[config.mk]
export PLATFORM = sky130hd
export DESIGN_NAME = tht_readout
export DESIGN_NICKNAME = d
export VERILOG_FILES = /design/src/design/tht_readout.v
export VERILOG_INCLUDE_DIRS = /design/src /design/src/design
export SDC_FILE = /design/constraint.sdc
export NUM_CORES = 2
export LEC_CHECK = 0
export BUFFER_PORTS_ARGS = -buffer_cell sky130_fd_sc_hd__buf_2
export CAP_MARGIN = 40
export CORE_MARGIN = 3
export CORE_UTILIZATION = 44
export DETAILED_ROUTE_END_ITERATION = 8
export PLACE_DENSITY = 0.71
export SKIP_CTS_REPAIR_TIMING = 1
export SYNTH_ARGS = -nofsm -noshare
export SYNTH_HDL_FRONTEND = slang
export SYNTH_SLANG_ARGS = --single-unit
[constraint.sdc]
create_clock -name i_clk -period 3.7 [get_ports i_clk]
set_input_delay 0.37 -clock i_clk [delete_from_list [all_inputs] [get_ports i_clk]]
set_output_delay 0.37 -clock i_clk [all_outputs]
set_load 0.005 [all_outputs]
[src/design/tht_map.vh]
// Register map, field values and timing constants of the temperature history readout
`ifndef THT_MAP_VH
`define THT_MAP_VH

// APB register byte offsets
`define THT_OFS_CMD 8'h00
`define THT_OFS_STATUS 8'h04
`define THT_OFS_TASKFILE 8'h08
`define THT_OFS_DATA 8'h0c
`define THT_OFS_CTRL 8'h10
`define THT_OFS_INTERVAL 8'h14
`define THT_OFS_PERIOD 8'h18
`define THT_OFS_INDEX 8'h1c

// Command codes accepted in the command register
`define THT_CMD_KEY_OUT 8'h3f
`define THT_CMD_TABLE_IN 8'h2f

// Key sector contents
`define THT_ACTION_TABLE 16'h0005
`define THT_FUNC_READ 16'h0001
`define THT_TID_INVALID 16'h0000
`define THT_TID_TEMP_HIST 16'h0002

// Task file answers
`define THT_ERR_NONE 8'h00
`define THT_ERR_ABORT 8'h04
`define THT_XFER_LO 8'h01
`define THT_XFER_HI 8'h00
`define THT_STS_OK 8'h50

// Status register bit positions
`define THT_STS_BSY 7
`define THT_STS_RDY 6
`define THT_STS_DSC 4
`define THT_STS_DRQ 3
`define THT_STS_ERR 0

// Table layout
`define THT_FMT_VERSION 16'h0002
`define THT_QUEUE_LEN 16'h0080
`define THT_QUEUE_BASE 9'd34
`define THT_QUEUE_END 9'd161
`define THT_GAP_MARK 8'h80
`define THT_LAST_WORD 8'hff

// Reset values
`define THT_INTERVAL_RST 16'h0001
`define THT_PERIOD_RST 16'h0001

// Timing
`define THT_CLK_NS 40'd10
`define THT_MINUTE_NS 40'd60000000000
`define THT_MINUTE_CYCLES (`THT_MINUTE_NS / `THT_CLK_NS)

`endif

[src/design/tht_readout.v]
// Temperature history logger with key-sector command handshake and 512-byte table readout over APB
//
// Behaviour
// - Key sector needs action 0005h, function 0001h, table id in word 2.
// - Accepted request answers error 00h, count 01h/00h, status 50h.
// - Table id 0002h is temperature history; every other id is refused.
// - Table bytes 1:0 hold format version 0002h.
// - Bytes 3:2 hold sampling period in minutes; zero disables sampling.
// - Bytes 5:4 hold the interval between queue entries.
// - Bytes 6 to 9 hold four fixed signed temperature limits, never 80h.
// - Bytes 29:10 reserved zero; bytes 31:30 report queue length 128.
// - Bytes 33:32 hold index of newest entry; entry zero at byte 34.
// - Queue bytes are signed temperatures; 80h marks a start or a gap.
// - Samples due during a command wait until the command ends.
// - History survives power cycles; each power-up appends one 80h entry. The code clears the history instead when i_hist_blank is high.
// - Clearing sets index zero, entry zero current temperature, others 80h.
// - From acceptance to completion busy or data request stays high.
// - Interrupt request raised when busy falls at command end.
// - Only a reset aborts a command; command writes while busy are ignored.
// - Status read, reset or command write clears a pending interrupt.
// - Data-in commands return one 512-byte sector to the host.
// - Data-out commands take one 512-byte sector from the host.
// - Logging interval accepts 0001h to FFFFh, rejects zero, defaults 0001h. The code also rejects any interval write made outside S_IDLE.
// - Interval change clears the queue, keeps period and limits.
//
// Added by the designer: the placing of the registers and the APB register port.
`timescale 1ns/100ps
`default_nettype none
`include "tht_map.vh"

module tht_readout #(
  parameter AW = 8,
  parameter [39:0] P_MINUTE_CYCLES = `THT_MINUTE_CYCLES,
  parameter [7:0] P_MAX_OP = 8'h3c,
  parameter [7:0] P_OVER = 8'h46,
  parameter [7:0] P_MIN_OP = 8'h05,
  parameter [7:0] P_UNDER = 8'hfb
) (
  // Clock and reset
  input wire i_clk,
  input wire i_rst_b,
  // APB slave
  input wire i_psel,
  input wire i_penable,
  input wire i_pwrite,
  input wire [AW-1:0] i_paddr,
  input wire [31:0] i_pwdata,
  output wire [31:0] o_prdata,
  output wire o_pready,
  output wire o_pslverr,
  // Sensor and strap pins
  input wire [7:0] i_temp,
  input wire i_hist_blank,
  // Command status
  output wire o_intrq,
  output wire o_bsy,
  output wire o_drq
);

  localparam [2:0] S_PWR = 3'd0;
  localparam [2:0] S_CLR = 3'd1;
  localparam [2:0] S_IDLE = 3'd2;
  localparam [2:0] S_GAP = 3'd3;
  localparam [2:0] S_KEY = 3'd4;
  localparam [2:0] S_CHK = 3'd5;
  localparam [2:0] S_TBL = 3'd6;

  // Retained history; no reset so it outlives resets
  reg [7:0] mem [0:127];
  reg [6:0] idx_r;

  reg [2:0] state_r;
  reg [1:0] pwr_cnt_r;
  reg [6:0] clr_cnt_r;
  reg [7:0] wcnt_r;
  reg bsy_r;
  reg drq_r;
  reg err_r;
  reg intrq_r;
  reg tbl_ok_r;
  reg [7:0] cmd_r;
  reg [7:0] tf_err_r;
  reg [7:0] tf_cyl_lo_r;
  reg [7:0] tf_cyl_hi_r;
  reg [15:0] key_act_r;
  reg [15:0] key_func_r;
  reg [15:0] key_tid_r;
  reg [15:0] interval_r;
  reg [15:0] period_r;
  reg iv_bad_r;
  reg [39:0] presc_r;
  reg [15:0] ivcnt_r;
  reg sample_due_r;
  reg pready_r;
  reg pslverr_r;
  reg [31:0] prdata_r;
  reg [7:0] temp_m_r;
  reg [7:0] temp_s_r;
  reg blank_m_r;
  reg blank_s_r;
  wire [15:0] fmt_ver = `THT_FMT_VERSION;
  wire [15:0] q_len = `THT_QUEUE_LEN;

  function [6:0] inc7;
    input [6:0] v;
    begin
      inc7 = v + 7'd1;
    end
  endfunction

  function [7:0] fix_byte;
    input [8:0] b;
    begin
      case (b)
        9'd0: fix_byte = fmt_ver[7:0];
        9'd1: fix_byte = fmt_ver[15:8];
        9'd2: fix_byte = period_r[7:0];
        9'd3: fix_byte = period_r[15:8];
        9'd4: fix_byte = interval_r[7:0];
        9'd5: fix_byte = interval_r[15:8];
        9'd6: fix_byte = P_MAX_OP;
        9'd7: fix_byte = P_OVER;
        9'd8: fix_byte = P_MIN_OP;
        9'd9: fix_byte = P_UNDER;
        9'd30: fix_byte = q_len[7:0];
        9'd31: fix_byte = q_len[15:8];
        9'd32: fix_byte = {1'b0, idx_r};
        default: fix_byte = 8'h00;
      endcase
    end
  endfunction

  // Pin synchronisers; temperature moves slowly so byte-wide capture is safe enough
  always @(posedge i_clk or negedge i_rst_b) begin
    if (!i_rst_b) begin
      temp_m_r <= 8'h00;
      temp_s_r <= 8'h00;
      blank_m_r <= 1'b0;
      blank_s_r <= 1'b0;
    end else begin
      temp_m_r <= i_temp;
      temp_s_r <= temp_m_r;
      blank_m_r <= i_hist_blank;
      blank_s_r <= blank_m_r;
    end
  end

  // APB decode
  wire setup_acc = i_psel & i_penable & ~pready_r;
  wire acc = i_psel & i_penable & pready_r;
  wire wr_go = acc & i_pwrite;
  wire rd_go = acc & ~i_pwrite;
  wire [7:0] ofs = i_paddr[7:0];
  wire a_hi_zero = (i_paddr >> 8) == 0;
  wire sel_cmd = a_hi_zero & (ofs == `THT_OFS_CMD);
  wire sel_sts = a_hi_zero & (ofs == `THT_OFS_STATUS);
  wire sel_tf = a_hi_zero & (ofs == `THT_OFS_TASKFILE);
  wire sel_dat = a_hi_zero & (ofs == `THT_OFS_DATA);
  wire sel_ctl = a_hi_zero & (ofs == `THT_OFS_CTRL);
  wire sel_iv = a_hi_zero & (ofs == `THT_OFS_INTERVAL);
  wire sel_per = a_hi_zero & (ofs == `THT_OFS_PERIOD);
  wire sel_idx = a_hi_zero & (ofs == `THT_OFS_INDEX);
  wire hit = sel_cmd | sel_sts | sel_tf | sel_dat | sel_ctl | sel_iv | sel_per | sel_idx;

  wire cmd_wr = wr_go & sel_cmd;
  wire soft_rst = wr_go & sel_ctl & i_pwdata[0];
  wire iv_wr = wr_go & sel_iv;
  wire iv_wr_ok = iv_wr & (i_pwdata[15:0] != 16'h0000) & (state_r == S_IDLE);
  wire dat_wr = wr_go & sel_dat;
  wire dat_rd = rd_go & sel_dat;
  wire sts_rd = rd_go & sel_sts;
  wire in_cmd = (state_r == S_GAP) | (state_r == S_KEY) | (state_r == S_CHK) | (state_r == S_TBL);

  // History write events
  wire pwr_done = (state_r == S_PWR) & (pwr_cnt_r == 2'd3);
  wire clr_start = (pwr_done & blank_s_r) | iv_wr_ok;
  wire app_pwr = pwr_done & ~blank_s_r;
  wire take_smp = (state_r == S_IDLE) & sample_due_r & ~cmd_wr & ~iv_wr;
  wire clr_fill = state_r == S_CLR;

  reg mem_we;
  reg [6:0] mem_wa;
  reg [7:0] mem_wd;
  reg idx_we;
  reg [6:0] idx_wd;

  always @* begin
    mem_we = 1'b0;
    mem_wa = 7'd0;
    mem_wd = `THT_GAP_MARK;
    idx_we = 1'b0;
    idx_wd = idx_r;
    if (clr_start) begin
      mem_we = 1'b1;
      mem_wd = temp_s_r;
      idx_we = 1'b1;
      idx_wd = 7'd0;
    end else if (app_pwr) begin
      mem_we = 1'b1;
      mem_wa = inc7(idx_r);
      idx_we = 1'b1;
      idx_wd = inc7(idx_r);
    end else if (take_smp) begin
      mem_we = 1'b1;
      mem_wa = inc7(idx_r);
      mem_wd = temp_s_r;
      idx_we = 1'b1;
      idx_wd = inc7(idx_r);
    end else if (clr_fill) begin
      mem_we = 1'b1;
      mem_wa = clr_cnt_r;
    end
  end

  always @(posedge i_clk) begin
    if (mem_we) begin
      mem[mem_wa] <= mem_wd;
    end
    if (idx_we) begin
      idx_r <= idx_wd;
    end
  end

  // Table word at the current transfer position
  wire [8:0] bpos = {wcnt_r, 1'b0};
  wire in_q = (bpos >= `THT_QUEUE_BASE) & (bpos < `THT_QUEUE_END);
  wire [8:0] qoff = bpos - `THT_QUEUE_BASE;
  wire [6:0] qa = qoff[6:0];
  wire [6:0] qb = inc7(qoff[6:0]);
  wire [15:0] tbl_word = in_q ? {mem[qb], mem[qa]} : {fix_byte(bpos + 9'd1), fix_byte(bpos)};

  wire [7:0] sts_byte = {bsy_r, (state_r != S_PWR), 1'b0, 1'b1, drq_r, 2'b00, err_r};

  reg [31:0] rd_val;
  always @* begin
    rd_val = 32'h0000_0000;
    if (sel_sts) begin
      rd_val = {24'h00_0000, sts_byte};
    end else if (sel_tf) begin
      rd_val = {8'h00, tf_cyl_hi_r, tf_cyl_lo_r, tf_err_r};
    end else if (sel_dat) begin
      rd_val = (state_r == S_TBL) ? {16'h0000, tbl_word} : 32'h0000_0000;
    end else if (sel_ctl) begin
      rd_val = {31'h0000_0000, iv_bad_r};
    end else if (sel_iv) begin
      rd_val = {16'h0000, interval_r};
    end else if (sel_per) begin
      rd_val = {16'h0000, period_r};
    end else if (sel_idx) begin
      rd_val = {23'h00_0000, intrq_r, 1'b0, idx_r};
    end
  end

  // Bus answer: one wait state, then ready; unmapped offsets give an error
  always @(posedge i_clk or negedge i_rst_b) begin
    if (!i_rst_b) begin
      pready_r <= 1'b0;
      pslverr_r <= 1'b0;
      prdata_r <= 32'h0000_0000;
    end else begin
      pready_r <= setup_acc;
      pslverr_r <= setup_acc & ~hit;
      if (setup_acc) begin
        prdata_r <= i_pwrite ? 32'h0000_0000 : rd_val;
      end
    end
  end

  // Minute prescaler and logging interval timer
  always @(posedge i_clk or negedge i_rst_b) begin
    if (!i_rst_b) begin
      presc_r <= 40'd0;
      ivcnt_r <= 16'h0000;
      sample_due_r <= 1'b0;
    end else begin
      if (iv_wr_ok) begin
        presc_r <= 40'd0;
        ivcnt_r <= 16'h0000;
        sample_due_r <= 1'b0;
      end else begin
        if (presc_r >= P_MINUTE_CYCLES - 40'd1) begin
          presc_r <= 40'd0;
          if (ivcnt_r + 16'h0001 >= interval_r) begin
            ivcnt_r <= 16'h0000;
            sample_due_r <= (period_r != 16'h0000) | (sample_due_r & ~take_smp);
          end else begin
            ivcnt_r <= ivcnt_r + 16'h0001;
            sample_due_r <= sample_due_r & ~take_smp;
          end
        end else begin
          presc_r <= presc_r + 40'd1;
          sample_due_r <= sample_due_r & ~take_smp;
        end
      end
    end
  end

  // Command sequencer
  always @(posedge i_clk or negedge i_rst_b) begin
    if (!i_rst_b) begin
      state_r <= S_PWR;
      pwr_cnt_r <= 2'd0;
      clr_cnt_r <= 7'd0;
      wcnt_r <= 8'h00;
      bsy_r <= 1'b1;
      drq_r <= 1'b0;
      err_r <= 1'b0;
      intrq_r <= 1'b0;
      tbl_ok_r <= 1'b0;
      cmd_r <= 8'h00;
      tf_err_r <= 8'h00;
      tf_cyl_lo_r <= 8'h00;
      tf_cyl_hi_r <= 8'h00;
      key_act_r <= 16'h0000;
      key_func_r <= 16'h0000;
      key_tid_r <= 16'h0000;
      interval_r <= `THT_INTERVAL_RST;
      period_r <= `THT_PERIOD_RST;
      iv_bad_r <= 1'b0;
    end else begin
      if (sts_rd | cmd_wr | soft_rst) begin
        intrq_r <= 1'b0;
      end
      if (wr_go & sel_per) begin
        period_r <= i_pwdata[15:0];
      end
      if (iv_wr) begin
        iv_bad_r <= ~iv_wr_ok;
      end
      if (iv_wr_ok) begin
        interval_r <= i_pwdata[15:0];
      end
      if (soft_rst & in_cmd) begin
        state_r <= S_IDLE;
        bsy_r <= 1'b0;
        drq_r <= 1'b0;
        tbl_ok_r <= 1'b0;
      end else begin
        case (state_r)
          S_PWR: begin
            pwr_cnt_r <= pwr_cnt_r + 2'd1;
            if (pwr_done) begin
              if (blank_s_r) begin
                state_r <= S_CLR;
                clr_cnt_r <= 7'd1;
              end else begin
                state_r <= S_IDLE;
                bsy_r <= 1'b0;
              end
            end
          end
          S_CLR: begin
            clr_cnt_r <= inc7(clr_cnt_r);
            if (clr_cnt_r == 7'd127) begin
              state_r <= S_IDLE;
              bsy_r <= 1'b0;
            end
          end
          S_IDLE: begin
            if (cmd_wr) begin
              cmd_r <= i_pwdata[7:0];
              bsy_r <= 1'b1;
              err_r <= 1'b0;
              state_r <= S_GAP;
            end else if (iv_wr_ok) begin
              state_r <= S_CLR;
              bsy_r <= 1'b1;
              clr_cnt_r <= 7'd1;
            end
          end
          S_GAP: begin
            wcnt_r <= 8'h00;
            if (cmd_r == `THT_CMD_KEY_OUT) begin
              state_r <= S_KEY;
              drq_r <= 1'b1;
              bsy_r <= 1'b0;
            end else if ((cmd_r == `THT_CMD_TABLE_IN) & tbl_ok_r) begin
              state_r <= S_TBL;
              drq_r <= 1'b1;
              bsy_r <= 1'b0;
            end else begin
              state_r <= S_IDLE;
              bsy_r <= 1'b0;
              err_r <= 1'b1;
              tf_err_r <= `THT_ERR_ABORT;
              intrq_r <= 1'b1;
            end
          end
          S_KEY: begin
            if (dat_wr) begin
              wcnt_r <= wcnt_r + 8'h01;
              if (wcnt_r == 8'h00) begin
                key_act_r <= i_pwdata[15:0];
              end
              if (wcnt_r == 8'h01) begin
                key_func_r <= i_pwdata[15:0];
              end
              if (wcnt_r == 8'h02) begin
                key_tid_r <= i_pwdata[15:0];
              end
              if (wcnt_r == `THT_LAST_WORD) begin
                drq_r <= 1'b0;
                bsy_r <= 1'b1;
                state_r <= S_CHK;
              end
            end
          end
          S_CHK: begin
            state_r <= S_IDLE;
            bsy_r <= 1'b0;
            intrq_r <= 1'b1;
            if ((key_act_r == `THT_ACTION_TABLE) & (key_func_r == `THT_FUNC_READ) &
                (key_tid_r == `THT_TID_TEMP_HIST)) begin
              tbl_ok_r <= 1'b1;
              tf_err_r <= `THT_ERR_NONE;
              tf_cyl_lo_r <= `THT_XFER_LO;
              tf_cyl_hi_r <= `THT_XFER_HI;
            end else begin
              tbl_ok_r <= 1'b0;
              err_r <= 1'b1;
              tf_err_r <= `THT_ERR_ABORT;
              tf_cyl_lo_r <= 8'h00;
              tf_cyl_hi_r <= 8'h00;
            end
          end
          S_TBL: begin
            if (dat_rd) begin
              wcnt_r <= wcnt_r + 8'h01;
              if (wcnt_r == `THT_LAST_WORD) begin
                drq_r <= 1'b0;
                state_r <= S_IDLE;
                intrq_r <= 1'b1;
                tf_err_r <= `THT_ERR_NONE;
              end
            end
          end
          default: begin
            state_r <= S_IDLE;
            bsy_r <= 1'b0;
            drq_r <= 1'b0;
          end
        endcase
      end
    end
  end

  assign o_prdata = prdata_r;
  assign o_pready = pready_r;
  assign o_pslverr = pslverr_r;
  assign o_intrq = intrq_r;
  assign o_bsy = bsy_r;
  assign o_drq = drq_r;

endmodule // tht_readout
`default_nettype wire

After elaboration in Yosys (flattened, before gate mapping)
Memory sizes are Yosys's and may differ from the RTL's.
Cells that the tools add are included.
Widths: inputs -> output; s select.
{ "word_totals": {"mem_bits_rw": 1024, "inputBits": 54, "n_memories": 1, "regBits": 246} }
{ "classes": {"bitwise": 51, "reduce_logical": 30, "order_cmp": 4, "add_sub_neg": 9, "eq_ne": 59, "muxes": 97} }
{ "mem_list": {"columns": ["memory", "depth", "width", "read_ports", "rd_clocked_by_memory_dff", "write_ports", "line", "source"], "rows": [
  ["mem", 128, 8, 2, 0, 1, "tht_readout.v:69", "reg [7:0] mem [0:127];"]
]} }
{ "op_table": {"columns": ["op", "n"], "rows": [
  ["$mux 16", 11],
  ["$pmux 8 s11", 1],
  ["$mux 40", 2],
  ["$mux 8", 9],
  ["$mux 7", 10],
  ["$pmux 8 s7", 1],
  ["$pmux 8 s3", 2],
  ["$add 40x1->40 const B", 1],
  ["$eq 8x5->1 const B", 5],
  ["$ge 40x33->1 const B", 1],
  ["$mux 1", 40],
  ["$eq 9x3->1 const B", 4],
  ["$mux 3", 12],
  ["$mux 32", 1],
  ["$reduce_bool 16->1", 2],
  ["$and 1x1->1", 28],
  ["$eq 8x4->1 const B", 3],
  ["$add 7x1->7 const B", 3],
  ["$pmux 7 s3", 1],
  ["$ne 2x2->1 const B", 10],
  ["$reduce_and 4->1", 5],
  ["$eq 9x2->1 const B", 2],
  ["$eq 9x4->1 const B", 2],
  ["$logic_not 9->1", 2],
  ["other kinds (45)", 92]
]} }

Longest topological paths before layout
{ "depth": {"depth_word": 13, "ltp_mapped": 18, "mapped_depth_nobuf": 14} }

Worst setup path before layout
Ideal clock, no wire load.
{ "synth_path": {"kind": "input port to flip-flop", "start": "input i_paddr[4]", "end": "memory mem[0][0] (data pin)", "arrival_time_ns": 3.511, "path_slack_ns": -0.347, "n_path_buf": 1, "stages": 7, "path_cell_list": "buf_2 -> nor4b_1 -> and4_1 -> and2_1 -> nand2_1 -> nand3_1 -> and2_1"} }
{ "synth_via": {"elab_chain_len": 8, "word_cells_on_any_way": 14, "classes_between": "eq/ne: 1; mux: 3; bitwise: 9; reduce/logical: 1"} }
{ "synth_rtl": {"columns": ["element", "line", "source"], "rows": [
  ["from (decl)", "tht_readout.v:46", "input wire [AW-1:0] i_paddr,"],
  ["$logic_not 8->1 (no line)", null, null],
  ["$and 1x1->1", "tht_readout.v:165", "wire cmd_wr = wr_go & sel_cmd;"],
  ["$not 1->1", "tht_readout.v:178", "wire take_smp = (state_r == S_IDLE) & sample_due_r & ~cmd_wr & ~iv_wr;"],
  ["$and 1x1->1 (2 in a row)", "tht_readout.v:178", null],
  ["$mux 8", "tht_readout.v:203", "end else if (take_smp) begin"],
  ["$mux 8", "tht_readout.v:198", "end else if (app_pwr) begin"],
  ["$mux 8 (*)", "tht_readout.v:193", "if (clr_start) begin"],
  ["net mem_wd[0]", "tht_readout.v:183", "reg [7:0] mem_wd;"],
  ["to (decl)", "tht_readout.v:69", null]
]} }
The timed path passes the listed nets; every way through them passes the cells marked *.

Worst setup path in the final report
{ "layout_path": {"start": "register state_r[1]", "end": "memory mem[99][1] (enable)"} }
{ "layout_via": {"elab_chain_len": 9, "word_cells_on_any_way": 21, "classes_between": "eq/ne: 2; mux: 10; bitwise: 8; reduce/logical: 1"} }
{ "layout_rtl": {"columns": ["element", "line", "source"], "rows": [
  ["from (decl)", "tht_readout.v:72", "reg [2:0] state_r;"],
  ["from (signal assigned)", "tht_readout.v:301", "state_r <= S_PWR;"],
  ["from (signal assigned)", "tht_readout.v:334", "state_r <= S_IDLE;"],
  ["from (signal assigned)", "tht_readout.v:344", "state_r <= S_CLR;"],
  ["$eq 3x2->1", "tht_readout.v:168, tht_readout.v:178", null],
  ["$and 1x1->1 (3 in a row)", "tht_readout.v:178", null],
  ["$mux 1", "tht_readout.v:203", null],
  ["$mux 1", "tht_readout.v:198", null],
  ["$mux 1", "tht_readout.v:193", null],
  ["$mux 1", "tht_readout.v:216", "if (mem_we) begin"],
  ["$mux 1 (not written as such)", "tht_readout.v:217", "mem[mem_wa] <= mem_wd;"]
]} }
Several ways; a longest one is shown, not always the timed one.

==> results.md <==
- Summed over all layers, the global routing overflow is 0.
- Port buffering added 58 buffers.
- The combinational fraction of design power is 0.092.
- TritonCTS built the clock tree.
- At the pin with the least slew margin, the transition time is 886 ps.
- The wire-length estimate of the detail-placed layout is 77.6 mm.
- Yosys attributes the largest share of cell area to sky130_fd_sc_hd__edfxtp_1 60%, sky130_fd_sc_hd__mux4_2 13%, sky130_fd_sc_hd__dfrtp_1 10%.
- Of the post-synthesis cell area, the dominant cell type holds 0.604.
- The fraction of power spent switching nets is 0.236.
- The beginning of the critical path is state_r[1]$_DFFE_PN0P_.
- In this run the tightest slew margin relative to its limit is 0.407.
- The clock net in this run drives a total of 1240 sinks.
- In this run the cell area of the synthesized design comes to 51200 um^2.
- The final setup violation count is 0.
- The maximum vdd ir drop is 0.398 mV.
- The async set or reset register ratio after synthesis is 0.169.
- The first TritonRoute pass finished after 6 iterations.
- The CTS buffer count is between 100 and 150.
- The total track usage is 0.199.
- The congestion estimate from routability-driven global placement came to around 0.94.
- STA classifies the critical path startpoint as a flop.
- The largest net degree at the start of global routing is between 100 and 150.
- After detailed routing, the number of remaining DRC violations is 0.
- The number of flip-flops under the largest register name is 1024.
- The routed design could run at a clock period as short as 3430 ps.
- In this run the worst path has a maximum fanout of 11.
- The depth of the most critical reg-to-reg path is 6.
- The top flip-flop cell by instance count after synthesis is sky130_fd_sc_hd__edfxtp_1.
- The count of nets left with antenna violations once routing finished came out at 0.
- The die area is about 120000 um^2.
- The launch point of the worst reg-to-reg path is state_r[1]$_DFFE_PN0P_.
- The x dimension of the die is 347 um.
- The floorplan has 124 rows.
- Synthesis instantiated 83 different standard cells from the library.
- Max-cap violations in this run came to 0.
- The Yosys warning count is 0.
- The final cycle utilization of the critical path is 0.928.
- The post-synthesis instance total is 2883.
- The average instance in the mapped netlist occupies 17.8 um^2.
- The cell at the root of the clock tree is sky130_fd_sc_hd__clkbuf_16.
- The first global-routing pass estimated 181 mm of wire.
- Between clock sinks in the finished design, the worst skew comes to 33.5 ps.
- The number of enable flip-flop cells after synthesis is 1031.
- The total count of hold-check failures in the final report is 0.
- After the last flow step, the layout net total stands at about 3200.
- The largest registers in the layout are mem x1024, presc_r x40.
- Data on the critical path is required at its endpoint by roughly 4000 ps.
- The number of synthesized register bits is 1240.
- The core area is between 100000 and 150000 um^2.
- In this run the most used layer during global routing was met2.
- The initial antenna violation count is 1.
- The routed design has about 120 mm of wire.
- The worst setup path is of the reg2reg kind.
- The simple-gate portion of the synthesized area is 0.0618.
- The mean routed wirelength per cell is approximately 25 um.
- Setup repair after global routing left no endpoint under its margin.
- The number of pins with negative max-slew slack in the final report is 0.
- The class of the most critical hold timing path is in2reg.
- The storage element area is 36200 um^2.
- The longest clock path from root to sink contains 3 buffers.
- The via count of the first global-routing pass is approximately 28000.
- The count of pins on the block boundary is 91.
- Of the total synthesized cell area, the portion taken by full adders, half adders and majority gates is 0.00635.
- Excluding fillers, the count of instances in the completed layout stands at around 4800.
- The average via count per standard cell is 5.86.
- The run finished with clean final reports.
- The clock insertion delay at the later pin of the skew report is 710 ps.
- Fill cells in the final layout number 8990.
- Of the synthesized area, sequential elements account for 0.707.
- The dominant combinational cell family by area after synthesis is multiplexers.
- The worst register-to-register path has a setup slack of about 270 ps.
- In this run, placement finished with an instance count of 4538.
- The switching power summed over all nets is 7.44 mW.
- In the global route stage, met3 resource usage came out at 0.0331.
- Timing would allow up to 291 MHz.
- The global routing met2 resource utilization is 0.321.
- The power share of the clock group is 0.394.
- Along the worst hold path, the cell count comes to 3.
- The data arrival time of the critical path is around 3800 ps.
- The share of the synthesized area in compound gates (AO/OA/AOI/OAI) was 0.0370.
- The internal power of the cells is 24.1 mW.
- For this design the ratio of total power to cell area is 535 nW/um^2.
- The share of final-layout standard cells stronger than drive strength 1 is 0.278.
- The floorplan step set the die height to 347 um.
- The static leakage power is approximately 20 nW.
- In the post-synthesis netlist, the cell with the most instances is sky130_fd_sc_hd__edfxtp_1.
- For met1 alone, demand over resource in global routing was 0.281.
- The count of routing violations after the opening detailed-route iteration is ~3100.
- The post-synthesis to final-layout area growth is 15.1%.
- Sorting the synthesized cells by how often they occur yields 1031 x sky130_fd_sc_hd__edfxtp_1, 307 x sky130_fd_sc_hd__mux4_2, 236 x sky130_fd_sc_hd__nor2_1.
- In this run the number of H-tree levels came out at 3.
- The power share of the sequential group is 0.514.
- Clock-pin slew was measured on the worst setup and hold paths at around 60 ps.
- The largest total area in the synthesized netlist belongs to sky130_fd_sc_hd__edfxtp_1.
- After routing, the total negative slack on setup checks comes to 0 ps.
- The multi-input combinational cells in the finished layout cover a total of 14200 um^2.
- The post-synthesis share of cell area spent on xor and xnor gates is 0.0111.
- The kind of end point of the critical path is a flop.
- Counting flops per register, the top entry is mem.
- Measured against the total synthesized area, the mux share comes to 0.158.
- The initial utilization of the core area, before any placement, comes to 0.445.
- The startpoint identified for the worst hold timing path is i_pwdata[8].
- The via total after detailed routing is 27898.
power groups by stage:
stage / Sequential [mW] / Clock [mW] / Combinational [mW]
CTS: 16.2 / 12.6 / 2.87
floorplan: 16.4 / 0 / 1.46
global route: 16.2 / 13.2 / 3.11
detailed placement: 16.5 / 0 / 2.86
global placement: 16.5 / 0 / 2.76
finish: 16.2 / 12.4 / 2.90
cells by family (layout without fill, tap and decap cells):
family,after synthesis,in the layout
AOI/OAI and AO/OA,277,277
xor gates and xnor gates,64,64
adders and majority gates,26,26
buffers and inverters,194,538
DFF,1240,1240
muxes,412,412
other,1,24
and+or+nand+nor,669,669
final cells by class:
| cell class | count | share of cell area |
|---|---|---|
| Antenna cell | 1 | 0.0000424 |
| Sequential cell | 1240 | 0.614 |
| Clock buffer | 126 | 0.0495 |
| Multi-Input combinational cell | 1471 | 0.241 |
| Inverter | 34 | 0.00216 |
| Timing Repair Buffer | 292 | 0.0428 |
| Clock inverter | 86 | 0.0180 |
| Tap cell | 1512 | 0.0321 |
cells in the final DEF, fill, tap and decap left out, drive strengths merged, types with 56 or more instances in the layout:
| cell type | Yosys | final |
|---|---|---|
| o21ai | 58 | 58 |
| a21oi | 56 | 56 |
| dfrtp | 206 | 206 |
| mux2 | 82 | 82 |
| edfxtp | 1031 | 1031 |
| nand2 | 187 | 187 |
| buf | 106 | 282 |
| mux4 | 307 | 307 |
| clkbuf | 54 | 126 |
| nor2 | 237 | 237 |
worst paths after layout:
check,to
max,mem[99][1]$_DFFE_PP_
min,interval_r[8]$_DFFE_PN0P_
max reg2reg,mem[99][1]$_DFFE_PP_
min reg2reg,temp_s_r[7]$_DFF_PN0_
max in group asynchronous,o_prdata[13]$_DFFE_PN0P_
min in group asynchronous,blank_m_r$_DFF_PN0_
metal layers:
layer,vias up,share of wire
li1,11996,-
met1,14468,0.40
met2,1254,0.49
met3,180,0.082
met4,0,0.024
met5,-,0
worst max-delay path: stages (launching register included):
cell                      delay (ps)
sky130_fd_sc_hd__dfrtp_1         510
sky130_fd_sc_hd__nor3_1          520
sky130_fd_sc_hd__nand2_1         180
sky130_fd_sc_hd__and2_0          310
sky130_fd_sc_hd__o32ai_2         450
sky130_fd_sc_hd__nand2_1         380
sky130_fd_sc_hd__nor2_1          700
per-stage QoR:
| step | hold WS, ps | setup WS, ps | utilization | total power, mW | instance area (um^2) |
|---|---|---|---|---|---|
| finish | 11.2 | 265 | 0.513 | 31.5 | 59000 |
| global placement | 334 | 181 | 0.477 | 19.2 | 54800 |
| floorplan | 74.4 | 15.6 | - | 17.9 | 51400 |
| global route | 7.16 | 54.7 | 0.513 | 32.6 | 59000 |
| CTS | -358 | 263 | 0.512 | 31.7 | 58800 |
| detailed placement | 335 | 210 | 0.477 | 19.4 | 54900 |
(Power assumes the default switching activity.)
